[src/rtl/afs_pkg.sv]
// Package with constants and carriers for the fault status and hold block.
package afs_pkg;

  // ----------------------------------------------------------------
  // Clock and timing
  // ----------------------------------------------------------------
  localparam int CLK_MHZ = 25;
  localparam int RST_QUAL_US = 512;
  localparam int HIZ_US = 800;
  localparam int STAB_MS = 3;
  localparam int SAMPLE_US = 16;
  localparam int RST_QUAL_CYC = RST_QUAL_US * CLK_MHZ;
  localparam int HIZ_CYC = HIZ_US * CLK_MHZ;
  localparam int STAB_CYC = STAB_MS * 1000 * CLK_MHZ;
  localparam int SAMPLE_CYC = SAMPLE_US * CLK_MHZ;
  localparam int FILT_CORNER_HZ = 400;
  localparam int FILT_POLES = 4;

  // ----------------------------------------------------------------
  // Widths and carriers
  // ----------------------------------------------------------------
  localparam int DW = 12;
  localparam int CW = 24;
  localparam int FILT_SHIFT = 3;
  localparam logic [CW-1:0] CNT_ZERO = 24'h000000;
  localparam logic [CW-1:0] CNT_ONE = 24'h000001;
  localparam logic [DW-1:0] ST_STIM = 12'h040;
  localparam logic [DW-1:0] DATA_ZERO = 12'h000;

  typedef enum logic [1:0] {
    AFS_HIZ = 2'b00,
    AFS_STAB = 2'b01,
    AFS_RUN = 2'b10
  } afs_phase_t;

  typedef struct packed {
    logic parity;
    logic over_temp;
    logic clk_freq;
    logic terminal;
  } afs_fault_t;

  typedef struct packed {
    logic [DW-1:0] x;
    logic [DW-1:0] y;
  } afs_axes_t;

endpackage

[src/rtl/afs_core.sv]
// Pin control logic: reset detect, status latch, self-test and hold.
// What this block does
// Reset low with serial clock high for 512 us asserts internal reset.
// Status goes high on parity, temperature, clock fault, reset or init.
// After any reset status floats for about 800 us.
// Then status drives high and a 3 ms stabilization delay starts.
// During stabilization clear requests are ignored, status stays high.
// Status stays high until a self-test rising edge clears the latch.
// A fault still present at clear sets the latch again at once.
// Terminal faults set the latch again after every clear.
// Self-test stimulus is active while the synchronized self-test pin is high, two cycles after the pin.
// Self-test moves both axes positive, or negative when polarity set.
// With hold low, held outputs follow every new filter sample.
// A hold rising edge freezes outputs; no update while hold high.
// Filter makes a sample every 16 us, four-pole 400 Hz low-pass.
// Normal mode keeps the serial interface off; pins are dedicated.
// Reset pin has a pull-up so an open pin never resets.
// All control inputs are synchronized before edge or level timing.
// Reset qualification restarts whenever either level is lost early.
`timescale 1ns/10ps

module afs_core #(
  parameter int RST_QUAL_CYC = afs_pkg::RST_QUAL_CYC,
  parameter int HIZ_CYC = afs_pkg::HIZ_CYC,
  parameter int STAB_CYC = afs_pkg::STAB_CYC,
  parameter int SAMPLE_CYC = afs_pkg::SAMPLE_CYC
) (
  input wire logic sys_clk_i,
  input wire logic rst_b_i,
  input wire logic reset_pin_b_i,
  input wire logic reset_pin_oe_i,
  input wire logic serial_clk_i,
  input wire logic self_test_pin_i,
  input wire logic capture_hold_input_i,
  input wire logic self_test_polarity_bit_i,
  input wire afs_pkg::afs_fault_t fault_i,
  input wire afs_pkg::afs_axes_t accel_i,
  output logic status_o,
  output logic status_oe_o,
  output logic self_test_active_o,
  output logic spi_enable_o,
  output logic internal_reset_o,
  output logic sample_valid_o,
  output afs_pkg::afs_axes_t axis_out_o
);

  // ----------------------------------------------------------------
  // State
  // ----------------------------------------------------------------
  typedef struct packed {
    logic [2:0] rst_s;
    logic [2:0] clk_s;
    logic [2:0] st_s;
    logic [2:0] hold_s;
    logic [afs_pkg::CW-1:0] qual;
    logic int_rst;
    afs_pkg::afs_phase_t phase;
    logic [afs_pkg::CW-1:0] tmr;
    logic latch;
    logic [afs_pkg::CW-1:0] smp;
    logic smp_v;
    logic [3:0][afs_pkg::DW-1:0] fx;
    logic [3:0][afs_pkg::DW-1:0] fy;
    afs_pkg::afs_axes_t held;
  } afs_state_t;

  afs_state_t s_q;
  afs_state_t s_d;
  logic rst_lvl;
  logic clk_lvl;
  logic st_rise;
  logic hold_rise;
  logic fault_any;
  logic [afs_pkg::DW-1:0] in_x;
  logic [afs_pkg::DW-1:0] in_y;

  function automatic logic [afs_pkg::DW-1:0] afs_pole(
    input logic [afs_pkg::DW-1:0] acc,
    input logic [afs_pkg::DW-1:0] in_v
  );
    logic signed [afs_pkg::DW:0] diff;
    diff = $signed({1'b0, in_v}) - $signed({1'b0, acc});
    afs_pole = acc + afs_pkg::DW'(diff >>> afs_pkg::FILT_SHIFT);
  endfunction

  function automatic logic [afs_pkg::DW-1:0] afs_stim(
    input logic [afs_pkg::DW-1:0] v,
    input logic on,
    input logic neg
  );
    if (!on) begin
      afs_stim = v;
    end else if (neg) begin
      afs_stim = v - afs_pkg::ST_STIM;
    end else begin
      afs_stim = v + afs_pkg::ST_STIM;
    end
  endfunction

  // ----------------------------------------------------------------
  // Input conditioning
  // ----------------------------------------------------------------
  // The pull-up is modelled here: an undriven reset pin reads high.
  assign rst_lvl = !reset_pin_oe_i || reset_pin_b_i;
  assign clk_lvl = serial_clk_i;
  assign st_rise = s_q.st_s[1] && !s_q.st_s[2];
  assign hold_rise = s_q.hold_s[1] && !s_q.hold_s[2];
  assign fault_any = fault_i.parity || fault_i.over_temp ||
                     fault_i.clk_freq || fault_i.terminal;
  assign in_x = afs_stim(accel_i.x, s_q.st_s[1], self_test_polarity_bit_i);
  assign in_y = afs_stim(accel_i.y, s_q.st_s[1], self_test_polarity_bit_i);

  always_comb begin
    s_d = s_q;
    s_d.rst_s = {s_q.rst_s[1:0], rst_lvl};
    s_d.clk_s = {s_q.clk_s[1:0], clk_lvl};
    s_d.st_s = {s_q.st_s[1:0], self_test_pin_i};
    s_d.hold_s = {s_q.hold_s[1:0], capture_hold_input_i};
    s_d.int_rst = 1'b0;
    s_d.smp_v = 1'b0;

    // ----------------------------------------------------------------
    // Pin reset qualification
    // ----------------------------------------------------------------
    if (!s_q.rst_s[1] && s_q.clk_s[1]) begin
      if (s_q.qual == afs_pkg::CW'(RST_QUAL_CYC - 1)) begin
        s_d.int_rst = 1'b1;
        s_d.qual = afs_pkg::CNT_ZERO;
      end else begin
        s_d.qual = s_q.qual + afs_pkg::CNT_ONE;
      end
    end else begin
      s_d.qual = afs_pkg::CNT_ZERO;
    end

    // ----------------------------------------------------------------
    // Status sequencing and latch
    // ----------------------------------------------------------------
    case (s_q.phase)
      afs_pkg::AFS_HIZ: begin
        s_d.latch = 1'b1;
        if (s_q.tmr == afs_pkg::CW'(HIZ_CYC - 1)) begin
          s_d.phase = afs_pkg::AFS_STAB;
          s_d.tmr = afs_pkg::CNT_ZERO;
        end else begin
          s_d.tmr = s_q.tmr + afs_pkg::CNT_ONE;
        end
      end
      afs_pkg::AFS_STAB: begin
        s_d.latch = 1'b1;
        if (s_q.tmr == afs_pkg::CW'(STAB_CYC - 1)) begin
          s_d.phase = afs_pkg::AFS_RUN;
          s_d.tmr = afs_pkg::CNT_ZERO;
        end else begin
          s_d.tmr = s_q.tmr + afs_pkg::CNT_ONE;
        end
      end
      afs_pkg::AFS_RUN: begin
        // Set wins over clear so a live fault is never lost.
        if (fault_any) begin
          s_d.latch = 1'b1;
        end else if (st_rise) begin
          s_d.latch = 1'b0;
        end
      end
      default: begin
        s_d.phase = afs_pkg::AFS_HIZ;
        s_d.tmr = afs_pkg::CNT_ZERO;
      end
    endcase

    // ----------------------------------------------------------------
    // Sample tick, filter and hold
    // ----------------------------------------------------------------
    if (s_q.smp == afs_pkg::CW'(SAMPLE_CYC - 1)) begin
      s_d.smp = afs_pkg::CNT_ZERO;
      s_d.smp_v = 1'b1;
      s_d.fx[0] = afs_pole(s_q.fx[0], in_x);
      s_d.fy[0] = afs_pole(s_q.fy[0], in_y);
      for (int i = 1; i < afs_pkg::FILT_POLES; i++) begin
        s_d.fx[i] = afs_pole(s_q.fx[i], s_q.fx[i-1]);
        s_d.fy[i] = afs_pole(s_q.fy[i], s_q.fy[i-1]);
      end
    end else begin
      s_d.smp = s_q.smp + afs_pkg::CNT_ONE;
    end
    // The hold edge is also checked so the first held cycle never updates.
    if (s_q.smp_v && !s_q.hold_s[1] && !hold_rise) begin
      s_d.held.x = s_q.fx[afs_pkg::FILT_POLES-1];
      s_d.held.y = s_q.fy[afs_pkg::FILT_POLES-1];
    end

    // A qualified pin reset restarts the status sequence.
    if (s_q.int_rst) begin
      s_d.phase = afs_pkg::AFS_HIZ;
      s_d.tmr = afs_pkg::CNT_ZERO;
      s_d.latch = 1'b1;
    end
  end

  always_ff @(posedge sys_clk_i) begin
    if (!rst_b_i) begin
      s_q <= '0;
      s_q.rst_s <= 3'h7;
      s_q.latch <= 1'b1;
      s_q.phase <= afs_pkg::AFS_HIZ;
    end else begin
      s_q <= s_d;
    end
  end

  // ----------------------------------------------------------------
  // Outputs
  // ----------------------------------------------------------------
  assign status_o = s_q.latch;
  assign status_oe_o = (s_q.phase != afs_pkg::AFS_HIZ);
  assign self_test_active_o = s_q.st_s[1];
  assign spi_enable_o = 1'b0;
  assign internal_reset_o = s_q.int_rst;
  assign sample_valid_o = s_q.smp_v;
  assign axis_out_o = s_q.held;
endmodule

[config.mk]
export PLATFORM = sky130hd
export DESIGN_NAME = afs_core
export DESIGN_NICKNAME = d
export VERILOG_FILES = /design/src/rtl/afs_pkg.sv /design/src/rtl/afs_core.sv
export SDC_FILE = /design/constraint.sdc
export NUM_CORES = 1
export LEC_CHECK = 0
export BUFFER_PORTS_ARGS = -buffer_cell sky130_fd_sc_hd__buf_4
export CAP_MARGIN = 20
export CORE_ASPECT_RATIO = 0.6
export CORE_MARGIN = 3
export CORE_UTILIZATION = 30
export DETAILED_ROUTE_END_ITERATION = 8
export PLACE_DENSITY = 0.46
export SYNTH_ARGS = -nofsm -noshare
export SYNTH_HDL_FRONTEND = slang
export SYNTH_SLANG_ARGS = --single-unit
[constraint.sdc]
create_clock -name sys_clk_i -period 4.7 [get_ports sys_clk_i]
set_input_delay 0.235 -clock sys_clk_i [delete_from_list [all_inputs] [get_ports sys_clk_i]]
set_output_delay 0.235 -clock sys_clk_i [all_outputs]
set_load 0.03 [all_outputs]
# ---- Word level (Yosys, flattened, before mapping)
# Index checks and enable logic that the tools add are counted.
# Widths: inputs -> output; s select.
dict set report totals {
  ff_bits 207
  in_bits 36
  output_inout_bits 30
  elab_cells 95
}
dict set report op_classes {
  addsub 23
  n_eq_ne 9
  n_mux 14
  bitwise_logic 3
  n_reduce_logical 25
}
# cell n
set ops {}
lappend ops {{$sub 12x12->13} 8}
lappend ops {{$mux 97} 1}
lappend ops {{$add 12x12->12} 8}
lappend ops {{$pmux 26 s3} 1}
lappend ops {{$add 24x1->24 const B} 3}
lappend ops {{$mux 12} 4}
lappend ops {{$mux 24} 2}
lappend ops {{$add 12x7->12 const B} 2}
lappend ops {{$eq 24x14->1 const B} 1}
lappend ops {{$eq 24x15->1 const B} 1}
lappend ops {{$eq 24x17->1 const B} 1}
lappend ops {{$eq 24x9->1 const B} 1}
lappend ops {{$sub 12x7->12 const B} 2}
lappend ops {{$logic_not 1->1} 6}
lappend ops {{$reduce_or 2->1} 3}
lappend ops {{$logic_and 1x1->1} 5}
lappend ops {{$logic_or 1x1->1} 4}
lappend ops {{$mux 2} 2}
lappend ops {{$ne 2x2->1 const B} 2}
lappend ops {{$reduce_and 2->1} 2}
lappend ops {{$reduce_bool 2->1} 2}
lappend ops {{$mux 1} 3}
lappend ops {{$ne 3x3->1 const B} 1}
lappend ops {{$not 1->1} 3}
lappend ops {{other kinds (6)} 6}

# ---- Logic depth before layout (Yosys ltp)
dict set report depth {
  ltp_word 6
  depth_mapped 22
  ltp_nobuf 22
}

# ---- Worst setup path before layout
# No wires, ideal clock.
dict set report synth_timing {
  path_type {register to register}
  from {reg s_q, in the netlist self_test_active_o}
  to {reg s_q[83] (netlist bit)}
  setup_ns 0.065
  t_arrival_ns 4.066
  t_required_ns 4.635
  slack_ns 0.569
  path_stages_with_launch 20
  path_buffers 2
  period_less_slack_ns 4.131
  cell_sequence {dfxtp_1 > clkbuf_1 > clkbuf_1 > xor2_1 > ha_1 > and2_1 > a221o_1 > a31oi_1 > nand2_1 > a21o_1 > a21oi_1 > xnor2_1 > ha_1 > o21a_1 > o21ai_0 > o21a_1 > o31a_1 > nor4_1 > a21oi_1 > nand4b_1}
}
dict set report synth_via {
  elab_chain_cells 3
}
# item line
set synth_rtl {}
lappend synth_rtl {{start: declaration} afs_core.sv:67} ;# afs_state_t s_q;
lappend synth_rtl {{$mux 12} afs_core.sv:91} ;# if (!on) begin
lappend synth_rtl {{$sub 12x12->13} afs_core.sv:82} ;# diff = $signed({1'b0, in_v}) - $signed({1'b0, acc});
lappend synth_rtl {{$add 12x12->12} afs_core.sv:83} ;# afs_pole = acc + afs_pkg::DW'(diff >>> afs_pkg::FILT_SHIFT);
# No other way between the ends.
# A chain may end at the register's enable or synchronous reset.

# ---- Worst setup path in the final report
dict set report layout_timing {
  from {reg s_q, in the netlist self_test_active_o}
  to {reg s_q[35] (netlist bit)}
}
# The elaborated chain is that of the path after synthesis.

==> summary.txt <==
Power
  • Leak: 7.13 nW
  • PD cells: 229 nW/um2
  • Clock Power Share: 47.6%
  • Seq pwr share: 44.4%
  • Net Sw Power: 0.980 mW
  • Combinational Power Share: 8.1%
  • Sw Ratio: 24.7%
  • Worst VDD drop: 0.000226 V
  • Cell-internal power: 2.99 mW

Global route
  • GRT Total Usage: 14.5%
  • Gr ovfl total: 0
  • Largest net degree at the start of global routing: 77
  • Via count of the first global-routing pass: 12700
  • Global-route wire length before repair: 66500 um
  • Initial antenna violation count: 1

Critical path
  • Crit Path Category: reg2reg
  • CP dominant cell by count: a21oi_1
  • Crit path capture type: register
  • Worst r2r dst: s_q[35]
  • Cells on worst reg2reg path: 17
  • Worst path top cell family by delay: compound AO/OA/AOI/OAI gates
  • Critical Path RT: 5150 ps
  • CP Max Fanout: 11
  • CP arrival: 4590 ps
  • Slowest-stage cell, CP: dfxtp_1
  • CP bufs+invs: 1
  • Worst setup SP type: register
  • Critical Path Max Stage Delay: 640 ps
  • Worst path cell trace: mux2_2 -> ha_1 -> and4_1 -> a21oi_1 -> nand2_1 -> a21oi_1 -> inv_1 -> a21oi_1 -> xnor2_1 -> ha_1 -> a21oi_1 -> nand2_1 -> nor3_1 -> o31ai_1 -> xnor2_1 -> or3_1 -> a21oi_1
  • RR Startpoint: self_test_active_o
  • R2r setup slk: 560 ps

Detailed routing
  • WL final: 40100 um
  • Starting DRT DRC Count: 830
  • # DRC: 0
  • Vias/cell: 4.96
  • Detail-routed net length per standard cell: 14.9 um
  • Drt pass-1 iters: 5
  • Final ANT Viol Nets: 0
  • Via count: 13300

Clock network
  • Cts bufs inserted: 24
  • CTS Root Cell: clkbuf_16
  • Post-CTS setup buffers: 0
  • Worst-skew pair later-pin latency: 540 ps
  • CTS tree: built
  • H-tree levels: 1
  • Clock tree buffer depth: 3
  • Clk pin slew, worst setup/hold paths: 60 ps
  • TritonCTS Sinks: 206
  • PostCTS Resize Cnt: 0

STA
  • Max-slew violation count: 0
  • RSZ-0062 raised after global routing: false
  • Fin Setup TNS: 0 ps
  • Slew Limit Headroom: 29.9%
  • Maximum clock rate: 242 MHz
  • Final setup margin: 563 ps
  • Final setup viols: 0
  • Worst slew pin tran: 1050 ps
  • Clock skew: 9.98 ps
  • Post-route clock period utilization: 88.0%
  • Final hold vios: 0
  • Tmin final: 4140 ps

Floorplanning
  • Die Span Y: 182 um
  • I/O pin total: 66
  • Core area: 50200 um2
  • Die width: 299 um
  • Die area: 54500 um2
  • Site row count: 63
  • Initial Utilization: 30.9%

Status
  • Status: completed

Cells and area
  • Layout Area Growth over Synthesis: 11.8%
  • Most frequent cells in the layout: nand2_1 (242), dfxtp_1 (206), a21oi_1 (205), ha_1 (189), nor2_1 (188)
  • Layout cells sized above 1: 6.72%
  • Nets: 2229
  • Commonest non-fill, non-tap cell in the layout: nand2_1
  • Post-Layout Cell Count: 2693

Yosys
  • Yosys cell types: 71
  • Mean post-synth cell area: 7.84 um2
  • EDFF count, synth: 0
  • Syn nets: 2213
  • Async SR Flop Fraction: 0%
  • Sequential area share after synthesis: 26.6%
  • Synth Register Bits: 206
  • Post-Syn Area: 15500 um2
  • Cells after Synth: 1978
  • Ys flop type: dfxtp_1
  • YS warnings: 0

Placed design
  • GP Congestion: 0.801
  • Placed insts: 2643
  • Pre-CTS WS: 258 ps
  • I/O Buffers: 64
  • DP HPWL: 29900 um

Worst hold path
  • Hold Crit Class: in2reg
  • Hold path start: rst_b_i
  • Min-Delay Endpoint: s_d[208]
  • Hold path depth: 2

Job
  • # Max-Cap Violations: 0
==> how the worst max path moves through the flow <==
stage	from	endpoint	slack [ps]	depth (start not counted)
floorplan	self_test_active_o	s_q[83]	570	19
global placement	self_test_polarity_bit_i	s_q[35]	340	22
detailed placement	self_test_polarity_bit_i	s_q[35]	260	22
CTS	self_test_active_o	s_q[83]	530	17
global route	self_test_active_o	s_q[83]	130	17
finish	self_test_active_o	s_q[35]	560	17
==> Yosys cell counts (41+ instances only) <==
library cell,instances,share of area (%)
a21o_1,59,2.9
a21oi_1,205,6.6
clkbuf_1,51,1.2
dfxtp_1,206,27
ha_1,189,15
inv_1,117,2.8
nand2_1,242,5.9
nand3_1,41,1.3
nor2_1,189,4.6
nor3_1,49,1.6
o21ai_0,57,1.8
xnor2_1,96,5.4
xor2_1,64,3.6
==> routing by layer <==
| layer | vias up | part of all wire, % | global-route usage (%) |
|---|---|---|---|
| met3 | 34 | 4.1 | 2.28 |
| met4 | 0 | 1.3 | 2.48 |
| li1 | 6996 | - | - |
| met1 | 6115 | 59 | 24.1 |
| met2 | 202 | 35 | 18.9 |
| met5 | - | 0 | 0 |
==> sequential cells by signal, indices dropped and copies added (netlist names) <==
name                count
internal_reset_o        1
s_q                   171
axis_out_o             24
status_o                1
self_test_active_o      1
s_d                     7
sample_valid_o          1
==> timing repair <==
item,CTS,global route
hold buffers,7,0
hold endpoints to repair,5,0
setup endpoints to repair,0,0
==> cell families (layout without fill, tap and decap cells) <==
family                     count (synthesis)  in the layout  share of synthesized area [%]
xor gates and xnor gates                 160            160                           9.04
and+or+nand+nor                          699            699                           21.2
other                                      1              2                         0.0242
DFF                                      206            206                           26.6
adders and majority gates                199            199                           16.5
muxes                                     10             10                          0.694
buffers and inverters                    207            239                           5.84
AOI/OAI and AO/OA                        496            496                           20.0
==> power groups by stage <==
stage                     Clock (mW)  Combinational [mW]  Sequential, mW
after global placement             0               0.313            1.80
after CTS                       1.97               0.323            1.76
after global routing            2.03               0.363            1.76
final                           1.89               0.321            1.76
after detailed placement           0               0.316            1.80
after floorplan                    0               0.231            1.80
==> through the flow <==
step | area [um2] | total power, mW | util, % | hold slack (ps)
after floorplan | 15500 | 2.03 | - | 318
after global placement | 16500 | 2.11 | 32.8 | 407
after detailed placement | 16500 | 2.12 | 32.8 | 411
after CTS | 17300 | 4.05 | 34.5 | 130
after global routing | 17300 | 4.15 | 34.5 | 181
final | 17300 | 3.97 | 34.5 | 147
==> layout make-up <==
cell class	count	area (um2)
fillers	5298	32900
multi-input cells	1565	10500
clock inverters	5	25.0
diodes	1	2.50
repair buffers	80	638
flip-flops and latches	206	4120
clock buffers	37	751
inverters	117	442
well taps	682	853
No activity file was read; power rests on OpenSTA's default activity.
